--- src/shared/tw_pkg.sv ---
// register map, field positions, reset values and counts of the timer family
package tw_pkg;
  // full-featured timer
  localparam logic [7:0] A_TCTL  = 8'h00;
  localparam logic [7:0] A_TPSC  = 8'h04;
  localparam logic [7:0] A_TARR  = 8'h08;
  localparam logic [7:0] A_TCNT  = 8'h0C;
  localparam logic [7:0] A_TSTAT = 8'h10;
  localparam logic [7:0] A_TMODE = 8'h14;
  localparam logic [7:0] A_TDT   = 8'h18;
  localparam logic [7:0] A_TIE   = 8'h1C;
  localparam logic [7:0] A_TCC0  = 8'h20;
  localparam logic [7:0] A_TCCSTEP = 8'h04;
  // basic timer
  localparam logic [7:0] A_BCTL  = 8'h30;
  localparam logic [7:0] A_BPSC  = 8'h34;
  localparam logic [7:0] A_BARR  = 8'h38;
  localparam logic [7:0] A_BCNT  = 8'h3C;
  localparam logic [7:0] A_BSTAT = 8'h40;
  // independent watchdog
  localparam logic [7:0] A_IKEY  = 8'h44;
  localparam logic [7:0] A_ICFG  = 8'h48;
  localparam logic [7:0] A_ISTAT = 8'h4C;
  // window watchdog
  localparam logic [7:0] A_WCNT  = 8'h50;
  localparam logic [7:0] A_WCFG  = 8'h54;
  localparam logic [7:0] A_WSTAT = 8'h58;
  // tick counter
  localparam logic [7:0] A_KCTL  = 8'h5C;
  localparam logic [7:0] A_KLOAD = 8'h60;
  localparam logic [7:0] A_KVAL  = 8'h64;

  // TCTL bits
  localparam int B_EN   = 0;
  localparam int B_DIR  = 1;
  localparam int B_CMS  = 2;
  localparam int B_OPM  = 3;
  localparam int B_ENC  = 4;
  localparam int B_HALL = 5;
  localparam int B_FRZ  = 6;
  localparam int B_SLV  = 7;
  localparam int TCTL_W = 8;
  // TDT bits
  localparam int B_MOE  = 8;
  // TIE bits
  localparam int B_DMA  = 0;
  // BCTL bits
  localparam int B_BEN  = 0;
  localparam int B_BFRZ = 1;
  localparam int B_BDMA = 2;
  // ICFG fields
  localparam int ICFG_PSC_LSB = 0;
  localparam int ICFG_REL_LSB = 8;
  localparam int B_ITMO       = 20;
  localparam logic [20:0] ICFG_RST = 21'h0FFF00;
  localparam logic [15:0] KEY_START  = 16'hCCCC;
  localparam logic [15:0] KEY_RELOAD = 16'hAAAA;
  // WCNT / WCFG
  localparam int B_WACT = 7;
  localparam int B_WEWI = 7;
  localparam int B_WFRZ = 8;
  localparam logic [6:0] W_CNT_RST = 7'h7F;
  localparam logic [6:0] W_WIN_RST = 7'h7F;
  localparam logic [6:0] W_EARLY   = 7'h41;
  localparam logic [6:0] W_LAST    = 7'h40;
  // KCTL bits
  localparam int B_KEN  = 0;
  localparam int B_KINT = 1;
  localparam int B_KSRC = 2;
  localparam int B_KFLG = 16;
  localparam int KREF_DIV = 8;

  // channel modes, two bits per channel in TMODE
  localparam logic [1:0] CM_CAP = 2'h0;
  localparam logic [1:0] CM_CMP = 2'h1;
  localparam logic [1:0] CM_PWM = 2'h2;
  localparam logic [1:0] CM_OPP = 2'h3;
endpackage

--- src/rtl/tw_timer_family.sv ---
// timer family: full timer, basic timer, two watchdogs, tick counter, Wishbone slave
//
// Chosen here: the Wishbone slave port and the register offsets.
`timescale 1ns/100ps
`default_nettype none
module tw_timer_family #(
  parameter int CNT_W  = 32,
  parameter int NUM_CH = 4,
  parameter int WW_DIV = 4096
) (
  input  wire logic                    clk_i,
  input  wire logic                    rst_i,
  input  wire logic                    wb_cyc_i,
  input  wire logic                    wb_stb_i,
  input  wire logic                    wb_we_i,
  input  wire logic [7:0]              wb_adr_i,
  input  wire logic [3:0]              wb_sel_i,
  input  wire logic [31:0]             wb_dat_i,
  output logic      [31:0]             wb_dat_o,
  output logic                         wb_ack_o,
  input  wire logic                    dbg_halt_i,
  input  wire logic [NUM_CH-1:0]       ch_in_i,
  output logic      [NUM_CH-1:0]       ch_out_o,
  output logic      [2:0]              chn_out_o,
  input  wire logic                    trig_in_i,
  output logic                         trgo_o,
  output logic                         dma_req_o,
  output logic                         dac_trig_o,
  output logic                         bdma_req_o,
  input  wire logic                    lsi_i,
  input  wire logic                    iwdg_hw_start_i,
  output logic                         dev_reset_o,
  output logic                         wwdg_ewi_o,
  output logic                         tick_irq_o
);
  import tw_pkg::*;

  generate
    if ((CNT_W != 16 && CNT_W != 32) || !(NUM_CH == 1 || NUM_CH == 2 || NUM_CH == 4)
        || WW_DIV < 2) begin : g_chk
      $error("tw_timer_family: unsupported parameter value");
    end
  endgenerate

  function automatic logic [31:0] merge(input logic [31:0] old, input logic [31:0] d,
                                        input logic [3:0] s);
    logic [31:0] m;
    m = {{8{s[3]}}, {8{s[2]}}, {8{s[1]}}, {8{s[0]}}};
    return (old & ~m) | (d & m);
  endfunction

  // ---------------- bus slave ----------------
  logic        wr;
  logic [31:0] rdata;
  assign wr = wb_cyc_i & wb_stb_i & wb_we_i & wb_ack_o;

  function automatic logic wr_at(input logic [7:0] a);
    return wr && (wb_adr_i == a);
  endfunction

  always_ff @(posedge clk_i) begin
    if (rst_i) begin
      wb_ack_o <= 1'b0;
      wb_dat_o <= 32'h0;
    end else begin
      wb_ack_o <= wb_cyc_i & wb_stb_i & ~wb_ack_o;
      if (wb_cyc_i & wb_stb_i & ~wb_ack_o)
        wb_dat_o <= rdata;
    end
  end
  logic rd_kctl;
  assign rd_kctl = wb_cyc_i & wb_stb_i & ~wb_we_i & wb_ack_o & (wb_adr_i == A_KCTL);

  // ---------------- pin synchronisers ----------------
  logic [NUM_CH-1:0] ch_s1, ch_s2, ch_s3;
  logic              lsi_s1, lsi_s2, lsi_s3;
  logic              strap_s1, strap_s2;
  always_ff @(posedge clk_i) begin
    if (rst_i) begin
      ch_s1 <= '0; ch_s2 <= '0; ch_s3 <= '0;
      lsi_s1 <= 1'b0; lsi_s2 <= 1'b0; lsi_s3 <= 1'b0;
      strap_s1 <= 1'b0; strap_s2 <= 1'b0;
    end else begin
      ch_s1 <= ch_in_i; ch_s2 <= ch_s1; ch_s3 <= ch_s2;
      lsi_s1 <= lsi_i; lsi_s2 <= lsi_s1; lsi_s3 <= lsi_s2;
      strap_s1 <= iwdg_hw_start_i; strap_s2 <= strap_s1;
    end
  end

  // ---------------- full-featured timer ----------------
  logic [TCTL_W-1:0]   tctl;
  logic [15:0]         tpsc, psc_cnt;
  logic [CNT_W-1:0]    tarr, cnt, next_cnt;
  logic [2*NUM_CH-1:0] tmode;
  logic [8:0]          tdt;
  logic                tie, cdn, next_cdn, upd, step, run, enc_dn, any_opp;
  logic [NUM_CH:0]     tstat;
  logic [NUM_CH-1:0]   cap_ev, cmp_ev, oc_ref;
  logic [CNT_W-1:0]    ccr [NUM_CH];

  assign run = tctl[B_EN] && !(tctl[B_FRZ] && dbg_halt_i);

  always_comb begin
    any_opp = 1'b0;
    for (int i = 0; i < NUM_CH; i++)
      if (tmode[2*i +: 2] == CM_OPP) any_opp = 1'b1;
  end

  always_ff @(posedge clk_i) begin
    if (rst_i) begin
      tctl <= '0; tpsc <= 16'h0; tarr <= '1; tmode <= '0; tdt <= 9'h0; tie <= 1'b0;
    end else begin
      if (wr_at(A_TCTL)) tctl <= TCTL_W'(merge(32'(tctl), wb_dat_i, wb_sel_i));
      else if (upd && (tctl[B_OPM] || any_opp)) tctl[B_EN] <= 1'b0;
      if (wr_at(A_TPSC)) tpsc <= 16'(merge(32'(tpsc), wb_dat_i, wb_sel_i));
      if (wr_at(A_TARR)) tarr <= CNT_W'(merge(32'(tarr), wb_dat_i, wb_sel_i));
      if (wr_at(A_TMODE)) tmode <= (2*NUM_CH)'(merge(32'(tmode), wb_dat_i, wb_sel_i));
      if (wr_at(A_TDT)) tdt <= 9'(merge(32'(tdt), wb_dat_i, wb_sel_i));
      if (wr_at(A_TIE)) tie <= wb_dat_i[B_DMA] & wb_sel_i[0];
    end
  end

  // prescaler, or encoder edges when encoder mode is on
  logic psc_tick;
  always_ff @(posedge clk_i) begin
    if (rst_i) psc_cnt <= 16'h0;
    else if (!run) psc_cnt <= psc_cnt;
    else if (psc_cnt >= tpsc) psc_cnt <= 16'h0;
    else psc_cnt <= psc_cnt + 16'h1;
  end
  assign psc_tick = run && (psc_cnt >= tpsc);
  // quadrature: count on each edge of input 0, direction from input 1
  assign step   = tctl[B_ENC] ? (run && (ch_s2[0] != ch_s3[0])) : psc_tick;
  assign enc_dn = (NUM_CH > 1) ? (ch_s2[0] ~^ ch_s2[NUM_CH > 1 ? 1 : 0]) : 1'b0;

  always_comb begin
    next_cnt = cnt;
    next_cdn = tctl[B_CMS] ? cdn : 1'b0;
    upd      = 1'b0;
    if (tctl[B_SLV] && trig_in_i) begin
      next_cnt = '0;
      upd      = 1'b1;
    end else if (step) begin
      if (tctl[B_CMS] && !tctl[B_ENC]) begin
        if (!cdn) begin
          if (cnt >= tarr) begin
            next_cdn = 1'b1;
            next_cnt = (tarr == '0) ? '0 : cnt - CNT_W'(1);
            upd      = 1'b1;
          end else next_cnt = cnt + CNT_W'(1);
        end else begin
          if (cnt == '0) begin
            next_cdn = 1'b0;
            next_cnt = (tarr == '0) ? '0 : CNT_W'(1);
            upd      = 1'b1;
          end else next_cnt = cnt - CNT_W'(1);
        end
      end else if (tctl[B_ENC] ? enc_dn : tctl[B_DIR]) begin
        if (cnt == '0) begin
          next_cnt = tarr;
          upd      = 1'b1;
        end else next_cnt = cnt - CNT_W'(1);
      end else begin
        if (cnt >= tarr) begin
          next_cnt = '0;
          upd      = 1'b1;
        end else next_cnt = cnt + CNT_W'(1);
      end
    end
  end

  always_ff @(posedge clk_i) begin
    if (rst_i) begin
      cnt <= '0; cdn <= 1'b0; trgo_o <= 1'b0; dma_req_o <= 1'b0;
    end else begin
      cnt       <= next_cnt;
      cdn       <= next_cdn;
      trgo_o    <= upd;
      dma_req_o <= upd & tie;
    end
  end

  // flags: bit 0 update, bit 1+i channel i; write one to clear, set wins
  logic [NUM_CH:0] tset, tclr;
  assign tset = {cap_ev | cmp_ev, upd};
  assign tclr = wr_at(A_TSTAT) ? (NUM_CH+1)'(wb_dat_i) : '0;
  always_ff @(posedge clk_i) begin
    if (rst_i) tstat <= '0;
    else tstat <= (tstat & ~tclr) | tset;
  end

  logic [NUM_CH-1:0] oc_d;
  genvar gi;
  generate
    for (gi = 0; gi < NUM_CH; gi++) begin : g_ch
      localparam logic [7:0] A_CC = 8'(A_TCC0 + A_TCCSTEP * gi);
      logic [1:0] md;
      logic       cap_src;
      assign md = tmode[2*gi +: 2];
      // channel 0 in Hall mode captures on any change of the sensor xor
      if (gi == 0) begin : g_hall
        assign cap_src = tctl[B_HALL] ? ((^ch_s2) != (^ch_s3))
                                      : (ch_s2[0] & ~ch_s3[0]);
      end else begin : g_edge
        assign cap_src = ch_s2[gi] & ~ch_s3[gi];
      end
      assign cap_ev[gi] = run && (md == CM_CAP) && cap_src && !tctl[B_ENC];
      assign cmp_ev[gi] = step && (md != CM_CAP) && (next_cnt == ccr[gi]);
      always_ff @(posedge clk_i) begin
        if (rst_i) ccr[gi] <= '0;
        else if (cap_ev[gi]) ccr[gi] <= cnt;
        else if (wr_at(A_CC)) ccr[gi] <= CNT_W'(merge(32'(ccr[gi]), wb_dat_i, wb_sel_i));
      end
      always_ff @(posedge clk_i) begin
        if (rst_i) oc_ref[gi] <= 1'b0;
        else begin
          case (md)
            CM_CMP:  oc_ref[gi] <= oc_ref[gi] ^ cmp_ev[gi];
            // ccr 0 gives 0 %, ccr above the reload value gives 100 %
            CM_PWM:  oc_ref[gi] <= next_cnt < ccr[gi];
            CM_OPP:  oc_ref[gi] <= tctl[B_EN] && (next_cnt >= ccr[gi]) && !upd;
            default: oc_ref[gi] <= 1'b0;
          endcase
        end
      end
      if (gi < 3) begin : g_comp
        // both legs held low while the dead-time count runs
        logic [7:0] dcnt;
        always_ff @(posedge clk_i) begin
          if (rst_i) begin
            oc_d[gi] <= 1'b0; dcnt <= 8'h0; ch_out_o[gi] <= 1'b0; chn_out_o[gi] <= 1'b0;
          end else begin
            oc_d[gi] <= oc_ref[gi];
            if (oc_ref[gi] != oc_d[gi]) dcnt <= tdt[7:0];
            else if (dcnt != 8'h0) dcnt <= dcnt - 8'h1;
            ch_out_o[gi]  <= tdt[B_MOE] && oc_d[gi] && (dcnt == 8'h0)
                             && (oc_ref[gi] == oc_d[gi]);
            chn_out_o[gi] <= tdt[B_MOE] && !oc_d[gi] && (dcnt == 8'h0)
                             && (oc_ref[gi] == oc_d[gi]) && (md != CM_CAP);
          end
        end
      end else begin : g_plain
        always_ff @(posedge clk_i) begin
          if (rst_i) begin
            oc_d[gi] <= 1'b0; ch_out_o[gi] <= 1'b0;
          end else begin
            oc_d[gi] <= oc_ref[gi];
            ch_out_o[gi] <= oc_ref[gi];
          end
        end
      end
    end
    for (gi = NUM_CH; gi < 3; gi++) begin : g_nocomp
      assign chn_out_o[gi] = 1'b0;
    end
  endgenerate

  // ---------------- basic timer ----------------
  logic [2:0]  bctl;
  logic [15:0] bpsc, barr, bpcnt, bcnt;
  logic        brun, btick, bupd, bstat;
  assign brun  = bctl[B_BEN] && !(bctl[B_BFRZ] && dbg_halt_i);
  assign btick = brun && (bpcnt >= bpsc);
  assign bupd  = btick && (bcnt >= barr);
  always_ff @(posedge clk_i) begin
    if (rst_i) begin
      bctl <= 3'h0; bpsc <= 16'h0; barr <= 16'hFFFF; bpcnt <= 16'h0; bcnt <= 16'h0;
      bstat <= 1'b0; dac_trig_o <= 1'b0; bdma_req_o <= 1'b0;
    end else begin
      if (wr_at(A_BCTL)) bctl <= 3'(merge(32'(bctl), wb_dat_i, wb_sel_i));
      if (wr_at(A_BPSC)) bpsc <= 16'(merge(32'(bpsc), wb_dat_i, wb_sel_i));
      if (wr_at(A_BARR)) barr <= 16'(merge(32'(barr), wb_dat_i, wb_sel_i));
      if (brun) bpcnt <= btick ? 16'h0 : bpcnt + 16'h1;
      if (bupd) bcnt <= 16'h0;
      else if (btick) bcnt <= bcnt + 16'h1;
      bstat      <= (bstat & ~(wr_at(A_BSTAT) & wb_dat_i[0])) | bupd;
      dac_trig_o <= bupd;
      bdma_req_o <= bupd & bctl[B_BDMA];
    end
  end

  // ---------------- independent watchdog ----------------
  // counts slow-clock edges only; in a real part this logic sits in an
  // always-on domain so it keeps running when the main clock is stopped
  logic [20:0] icfg;
  logic [7:0]  ipcnt;
  logic [11:0] icnt;
  logic        irun, itof, ifire, strap_done, lsi_tick, istart, ireload;
  logic [1:0]  rel_cnt;
  assign lsi_tick = lsi_s2 & ~lsi_s3;
  assign istart   = wr_at(A_IKEY) && (wb_dat_i[15:0] == KEY_START) && (&wb_sel_i[1:0]);
  assign ireload  = wr_at(A_IKEY) && (wb_dat_i[15:0] == KEY_RELOAD) && (&wb_sel_i[1:0]);
  always_ff @(posedge clk_i) begin
    if (rst_i) begin
      icfg <= ICFG_RST; ipcnt <= 8'h0; icnt <= 12'hFFF; irun <= 1'b0; itof <= 1'b0;
      ifire <= 1'b0; strap_done <= 1'b0; rel_cnt <= 2'h0;
    end else begin
      if (wr_at(A_ICFG) && !irun) icfg <= 21'(merge(32'(icfg), wb_dat_i, wb_sel_i));
      // strap sampled once, after the synchroniser has filled
      if (!strap_done) begin
        rel_cnt <= rel_cnt + 2'h1;
        if (rel_cnt == 2'h2) begin
          strap_done <= 1'b1;
          irun       <= irun | strap_s2;
        end
      end
      if (istart) irun <= 1'b1;
      if (ireload || istart) begin
        icnt  <= icfg[ICFG_REL_LSB +: 12];
        ipcnt <= 8'h0;
      end else if (irun && lsi_tick) begin
        if (ipcnt >= icfg[ICFG_PSC_LSB +: 8]) begin
          ipcnt <= 8'h0;
          if (icnt == 12'h0) begin
            if (icfg[B_ITMO]) icnt <= icfg[ICFG_REL_LSB +: 12];
            else ifire <= 1'b1;
          end else icnt <= icnt - 12'h1;
        end else ipcnt <= ipcnt + 8'h1;
      end
      itof <= (itof & ~(wr_at(A_ISTAT) & wb_dat_i[0]))
              | (irun && lsi_tick && icfg[B_ITMO] && icnt == 12'h0
                 && ipcnt >= icfg[ICFG_PSC_LSB +: 8]);
    end
  end

  // ---------------- window watchdog ----------------
  logic [6:0]  wcnt, wwin;
  logic        wact, wewi, wfrz, wewif, wfire, wtick;
  logic [$clog2(WW_DIV)-1:0] wdiv;
  assign wtick = wact && !(wfrz && dbg_halt_i)
                 && (wdiv == ($clog2(WW_DIV))'(WW_DIV - 1));
  always_ff @(posedge clk_i) begin
    if (rst_i) begin
      wcnt <= W_CNT_RST; wwin <= W_WIN_RST; wact <= 1'b0; wewi <= 1'b0; wfrz <= 1'b0;
      wewif <= 1'b0; wfire <= 1'b0; wdiv <= '0;
    end else begin
      if (wact && !(wfrz && dbg_halt_i))
        wdiv <= wtick ? '0 : wdiv + ($clog2(WW_DIV))'(1);
      if (wr_at(A_WCFG) && wb_sel_i[0]) {wewi, wwin} <= wb_dat_i[7:0];
      if (wr_at(A_WCFG) && wb_sel_i[1]) wfrz <= wb_dat_i[B_WFRZ];
      if (wr_at(A_WCNT) && wb_sel_i[0]) begin
        // refresh above the window counts as a fault
        if (wact && wcnt > wwin) wfire <= 1'b1;
        wcnt <= wb_dat_i[6:0];
        wact <= wact | wb_dat_i[B_WACT];
      end else if (wtick) begin
        wcnt <= wcnt - 7'h1;
        if (wcnt == W_LAST) wfire <= 1'b1;
      end
      wewif <= (wewif & ~(wr_at(A_WSTAT) & wb_dat_i[0]))
               | (wtick && wcnt == W_EARLY);
    end
  end

  always_ff @(posedge clk_i) begin
    if (rst_i) begin
      dev_reset_o <= 1'b0; wwdg_ewi_o <= 1'b0;
    end else begin
      dev_reset_o <= ifire | wfire;
      wwdg_ewi_o  <= wewif & wewi;
    end
  end

  // ---------------- tick counter ----------------
  logic [2:0]  kctl;
  logic [23:0] kload, kval;
  logic        kflag, kstep, kzero;
  logic [$clog2(KREF_DIV)-1:0] kdiv;
  assign kstep = kctl[B_KEN] && (kctl[B_KSRC] || (&kdiv));
  assign kzero = kstep && (kval == 24'h1);
  always_ff @(posedge clk_i) begin
    if (rst_i) begin
      kctl <= 3'h0; kload <= 24'h0; kval <= 24'h0; kflag <= 1'b0; kdiv <= '0;
      tick_irq_o <= 1'b0;
    end else begin
      kdiv <= kdiv + ($clog2(KREF_DIV))'(1);
      if (wr_at(A_KCTL)) kctl <= 3'(merge(32'(kctl), wb_dat_i, wb_sel_i));
      if (wr_at(A_KLOAD)) kload <= 24'(merge(32'(kload), wb_dat_i, wb_sel_i));
      // any write clears the current value, so the next step reloads
      if (wr_at(A_KVAL)) kval <= 24'h0;
      else if (kstep) kval <= (kval == 24'h0) ? kload : kval - 24'h1;
      kflag      <= (kflag & ~(rd_kctl | wr_at(A_KVAL))) | kzero;
      tick_irq_o <= kzero & kctl[B_KINT];
    end
  end

  // ---------------- read mux ----------------
  always_comb begin
    rdata = 32'h0;
    case (wb_adr_i)
      A_TCTL:  rdata = 32'(tctl);
      A_TPSC:  rdata = 32'(tpsc);
      A_TARR:  rdata = 32'(tarr);
      A_TCNT:  rdata = 32'(cnt);
      A_TSTAT: rdata = 32'(tstat);
      A_TMODE: rdata = 32'(tmode);
      A_TDT:   rdata = 32'(tdt);
      A_TIE:   rdata = 32'(tie);
      A_BCTL:  rdata = 32'(bctl);
      A_BPSC:  rdata = 32'(bpsc);
      A_BARR:  rdata = 32'(barr);
      A_BCNT:  rdata = 32'(bcnt);
      A_BSTAT: rdata = 32'(bstat);
      A_ICFG:  rdata = 32'(icfg);
      A_ISTAT: rdata = {15'h0, irun, 3'h0, icnt, itof};
      A_WCNT:  rdata = {24'h0, wact, wcnt};
      A_WCFG:  rdata = {23'h0, wfrz, wewi, wwin};
      A_WSTAT: rdata = 32'(wewif);
      A_KCTL:  rdata = {15'h0, kflag, 13'h0, kctl};
      A_KLOAD: rdata = 32'(kload);
      A_KVAL:  rdata = 32'(kval);
      default: begin
        for (int i = 0; i < NUM_CH; i++)
          if (wb_adr_i == 8'(A_TCC0 + A_TCCSTEP * i)) rdata = 32'(ccr[i]);
      end
    endcase
  end
endmodule
`default_nettype wire

--- config.mk ---
export PLATFORM = sky130hd
export DESIGN_NAME = tw_timer_family
export DESIGN_NICKNAME = d
export VERILOG_FILES = /design/src/shared/tw_pkg.sv /design/src/rtl/tw_timer_family.sv
export SDC_FILE = /design/constraint.sdc
export NUM_CORES = 2
export LEC_CHECK = 0
export BUFFER_PORTS_ARGS = -buffer_cell sky130_fd_sc_hd__buf_4
export CORE_AREA = 4 4 236 238
export DETAILED_ROUTE_END_ITERATION = 6
export DIE_AREA = 0 0 240 242
export PLACE_DENSITY = 0.81
export SLEW_MARGIN = 20
export SYNTH_ARGS = -nofsm -noshare
export SYNTH_HDL_FRONTEND = slang
export SYNTH_SLANG_ARGS = --single-unit
--- constraint.sdc ---
create_clock -name clk_i -period 6.3 [get_ports clk_i]
set_clock_uncertainty 0.05 [all_clocks]
set_input_delay 0.315 -clock clk_i [delete_from_list [all_inputs] [get_ports clk_i]]
set_output_delay 0.315 -clock clk_i [all_outputs]
set_load 0.03 [all_outputs]
==> flow_metrics.env <==
export IMPL_run_status="complete, but fails checks"
export IMPL_violations="design-rule violations"
export IMPL_nFillCells=4337
export IMPL_end_kind="flip-flop"
export IMPL_hold_slack_ns=0.0254
export IMPL_seqCellArea_mm2=0.0123
export IMPL_finalMaxSlewViolations=0
export IMPL_clockPowerShare=0.442
export IMPL_worst_slew_pin_slew_ns=1.19
export IMPL_p_sw_frac=0.268
export IMPL_numCtsBuffers=58
export IMPL_power_per_cell_area_mw_per_mm2=224
export IMPL_avgSynthCellArea_um2=8.04
export IMPL_antenna_found_initial=9
export IMPL_hold_violations=0
export IMPL_synth_edf_count=128
export IMPL_fin_tns_setup_ns=0
export IMPL_finalPower_mw=8.53
export IMPL_path_max_fanout=12
export IMPL_dr_pass1_iters=7
export IMPL_comb_power_share=0.110
export IMPL_r2r_cells=17
export IMPL_fin_crit_ns=6.15
export IMPL_path_clk_slew_ns=0.06
export IMPL_drive_gt1_frac=0.0930
export IMPL_pre_cts_slack_ns=0.428
export IMPL_netlist_area_mm2=0.0339
export IMPL_yosys_warnings=0
export IMPL_min_from="wb_dat_i[8]"
export IMPL_p_int_mw=6.24
export IMPL_setup_viol=0
export IMPL_rr_endpoint="oc_ref[2]"
export IMPL_met2_usage=0.665
export IMPL_drtAntennaViolNets=0
export IMPL_synthCells=4210
export IMPL_grt_pass1_vias=32796
export IMPL_grt_max_degree=154
export IMPL_max_freq_ghz=0.163
export IMPL_drc=29
export IMPL_htree_levels=2
export IMPL_synth_main_ff_cell="dfxtp_1"
export IMPL_rsz0062_at_grt="no"
export IMPL_start_kind="flip-flop"
export IMPL_start_util=0.632
export IMPL_core_mm2=0.0536
export IMPL_r2r_start="cnt[12]"
export IMPL_place_hpwl_mm=101
export IMPL_cp_required_ns=6.80
export IMPL_num_rows=85
export IMPL_cts_sinks=552
export IMPL_synth_distinct_cells=89
export IMPL_io_pins=104
export IMPL_cts_root_buf="clkbuf_16"
export IMPL_syn_nets=4511
export IMPL_slew_headroom=0.207
export IMPL_crit_path_cell_trace="nor4_1 -> nand4_1 -> or4_1 -> nor3_4 -> nand2_1 -> o21ai_0 -> o21ai_0 -> a21oi_1 -> ha_1 -> nand4_1 -> nor2_1 -> and3_1 -> o21a_1 -> a21oi_1 -> nand3_1 -> nand2b_1 -> a41o_1"
export IMPL_cp_slowest_stage_delay_ns=0.80
export IMPL_cp_slowest_cell="or4_1"
export IMPL_synth_seq_cells=552
export IMPL_cts_tree="done"
export IMPL_clk_latency_ns=0.66
export IMPL_dr_first_iter_drc_count=5956
export IMPL_layout_common_cells="nand2_1, dfxtp_1, nor2_1"
export IMPL_grt_first_pass_wirelength_mm=207
export IMPL_routedWlPerCell_um=28.1
export IMPL_chipWidth_um=240
export IMPL_synthArstFlopShare=0
export IMPL_fin_nets=4563
export IMPL_min_period_over_period=0.976
export IMPL_track_usage=0.465
export IMPL_reg2reg_slack_ns=0.15
export IMPL_drt_wl_total_mm=141
export IMPL_peakVddDrop_uv=246
export IMPL_min_path_type="input pin to flip-flop"
export IMPL_multi_input_area_mm2=0.0197
export IMPL_p_leak_nw=15.5
export IMPL_netSwitchingPower_mw=2.28
export IMPL_use_met1=0.614
export IMPL_die_area_mm2=0.0581
export IMPL_seqPwrFrac=0.449
export IMPL_placed_cells=4862
export IMPL_critical_path_class="flip-flop to flip-flop"
export IMPL_place_port_buffers=103
export IMPL_ys_seq_area_frac=0.364
export IMPL_num_vias=35556
export IMPL_hold_path_depth=3
export IMPL_vias_per_cell=7.09
export IMPL_path_buf_inv=0
export IMPL_place_gp_congestion=1.08
export IMPL_cp_arrival_ns=6.64
export IMPL_syn_to_final_growth_pct=12.3
export IMPL_drv_cap=0
export IMPL_path_delay_family="simple AND/OR/NAND/NOR gates"
export IMPL_gr_total_overflow=0
export IMPL_use_met3=0.146
export IMPL_clock_path_buffers=3
export IMPL_dieHeight_um=242
export IMPL_final_common_cell="nand2_1"
export IMPL_grt_busiest_layer="met2"
export IMPL_worst_slack_ns=0.154
export IMPL_fin_cells=5012
## power by group through the flow
stage	combinational, mW	clock (mW)	sequential (mW)
after global routing	1.02	3.88	3.84
after floorplan	0.608	0	3.89
after global placement	0.858	0	3.89
after detailed placement	0.875	0	3.90
final	0.934	3.77	3.83
after CTS	0.904	3.74	3.82
## worst max path at each step
stage | start | to | slack (ns) | cells past startpoint
floorplan | cnt[1] | oc_ref[0] | 1.39 | 22
global placement | flip-flop | oc_ref[0] | 0.51 | 22
detailed placement | flip-flop | oc_ref[0] | 0.43 | 22
CTS | flip-flop | oc_ref[0] | 0.43 | 22
global route | cnt[12] | oc_ref[2] | 0.02 | 17
finish | cnt[12] | oc_ref[2] | 0.15 | 17
## cells in the mapped netlist, drive strengths merged (14+ instances only)
master	instances	area [µm²]
a21oi	272	1360
nand2	550	2060
xor2	81	709
clkbuf	257	966
mux2i	30	300
dfxtp	424	8490
o22ai	16	100
nor4	51	334
a221oi	54	473
a21boi	15	113
nand4	88	551
a211oi	44	330
o31ai	16	120
nor2	343	1290
or4	14	109
nor2b	45	282
edfxtp	128	3840
xnor2	47	412
a222oi	16	160
a31oi	45	282
ha	244	3050
o21ai	284	1420
o21a	50	375
or3	17	111
a32oi	15	131
and2	27	169
and3	45	282
nor3	98	507
nand2b	25	156
o211ai	57	428
a22o	35	307
nand3	171	856
a22oi	101	758
inv	262	983
buf	15	75.1
a21o	58	435
## metrics by stage
step,area [µm²],utilization
global route,38000,0.709
detailed placement,35500,0.663
global placement,35500,0.663
finish,38000,0.710
floorplan,33900,-
CTS,38000,0.708
## metal layers
layer | share of wire | vias up
met5 | 0.00068 | -
met4 | 0.079 | 14
met3 | 0.16 | 762
met2 | 0.40 | 3064
met1 | 0.36 | 16302
li1 | - | 15414
## kinds of logic after synthesis
family / share of synthesized area
buffers and inverters: 0.0598
adders and majority gates: 0.0901
AOI/OAI and AO/OA: 0.230
muxes: 0.00986
DFF: 0.364
and+or+nand+nor: 0.213
xor gates and xnor gates: 0.0331
## layout make-up
| type | instances | share of cell area |
|---|---|---|
| well taps | 696 | 0.0229 |
| clock buffers | 70 | 0.0412 |
| repair buffers | 264 | 0.0558 |
| clock inverters | 39 | 0.0131 |
| multi-input cells | 3124 | 0.517 |
| flip-flops and latches | 552 | 0.324 |
| inverters | 262 | 0.0259 |
| diodes | 5 | 0.000329 |
## worst register-to-register path, cell delays in order, from the launching register on
cell and delay [ns]:
dfxtp_1 0.48, nor4_1 0.77, nand4_1 0.42, or4_1 0.80, nor3_4 0.62, nand2_1 0.13, o21ai_0 0.09, o21ai_0 0.14
a21oi_1 0.56, ha_1 0.35, nand4_1 0.22, nor2_1 0.10, and3_1 0.29, o21a_1 0.23, a21oi_1 0.24, nand3_1 0.12
nand2b_1 0.18, a41o_1 0.24
## repair_timing
action                                  in CTS  in global routing
hold endpoints to repair                    94                  0
endpoints found under the setup margin       0                  2
hold buffers                                35                  0
buffers inserted                             0                  0
resized for setup                            0                  2
No activity file was read; power rests on OpenSTA's default activity.
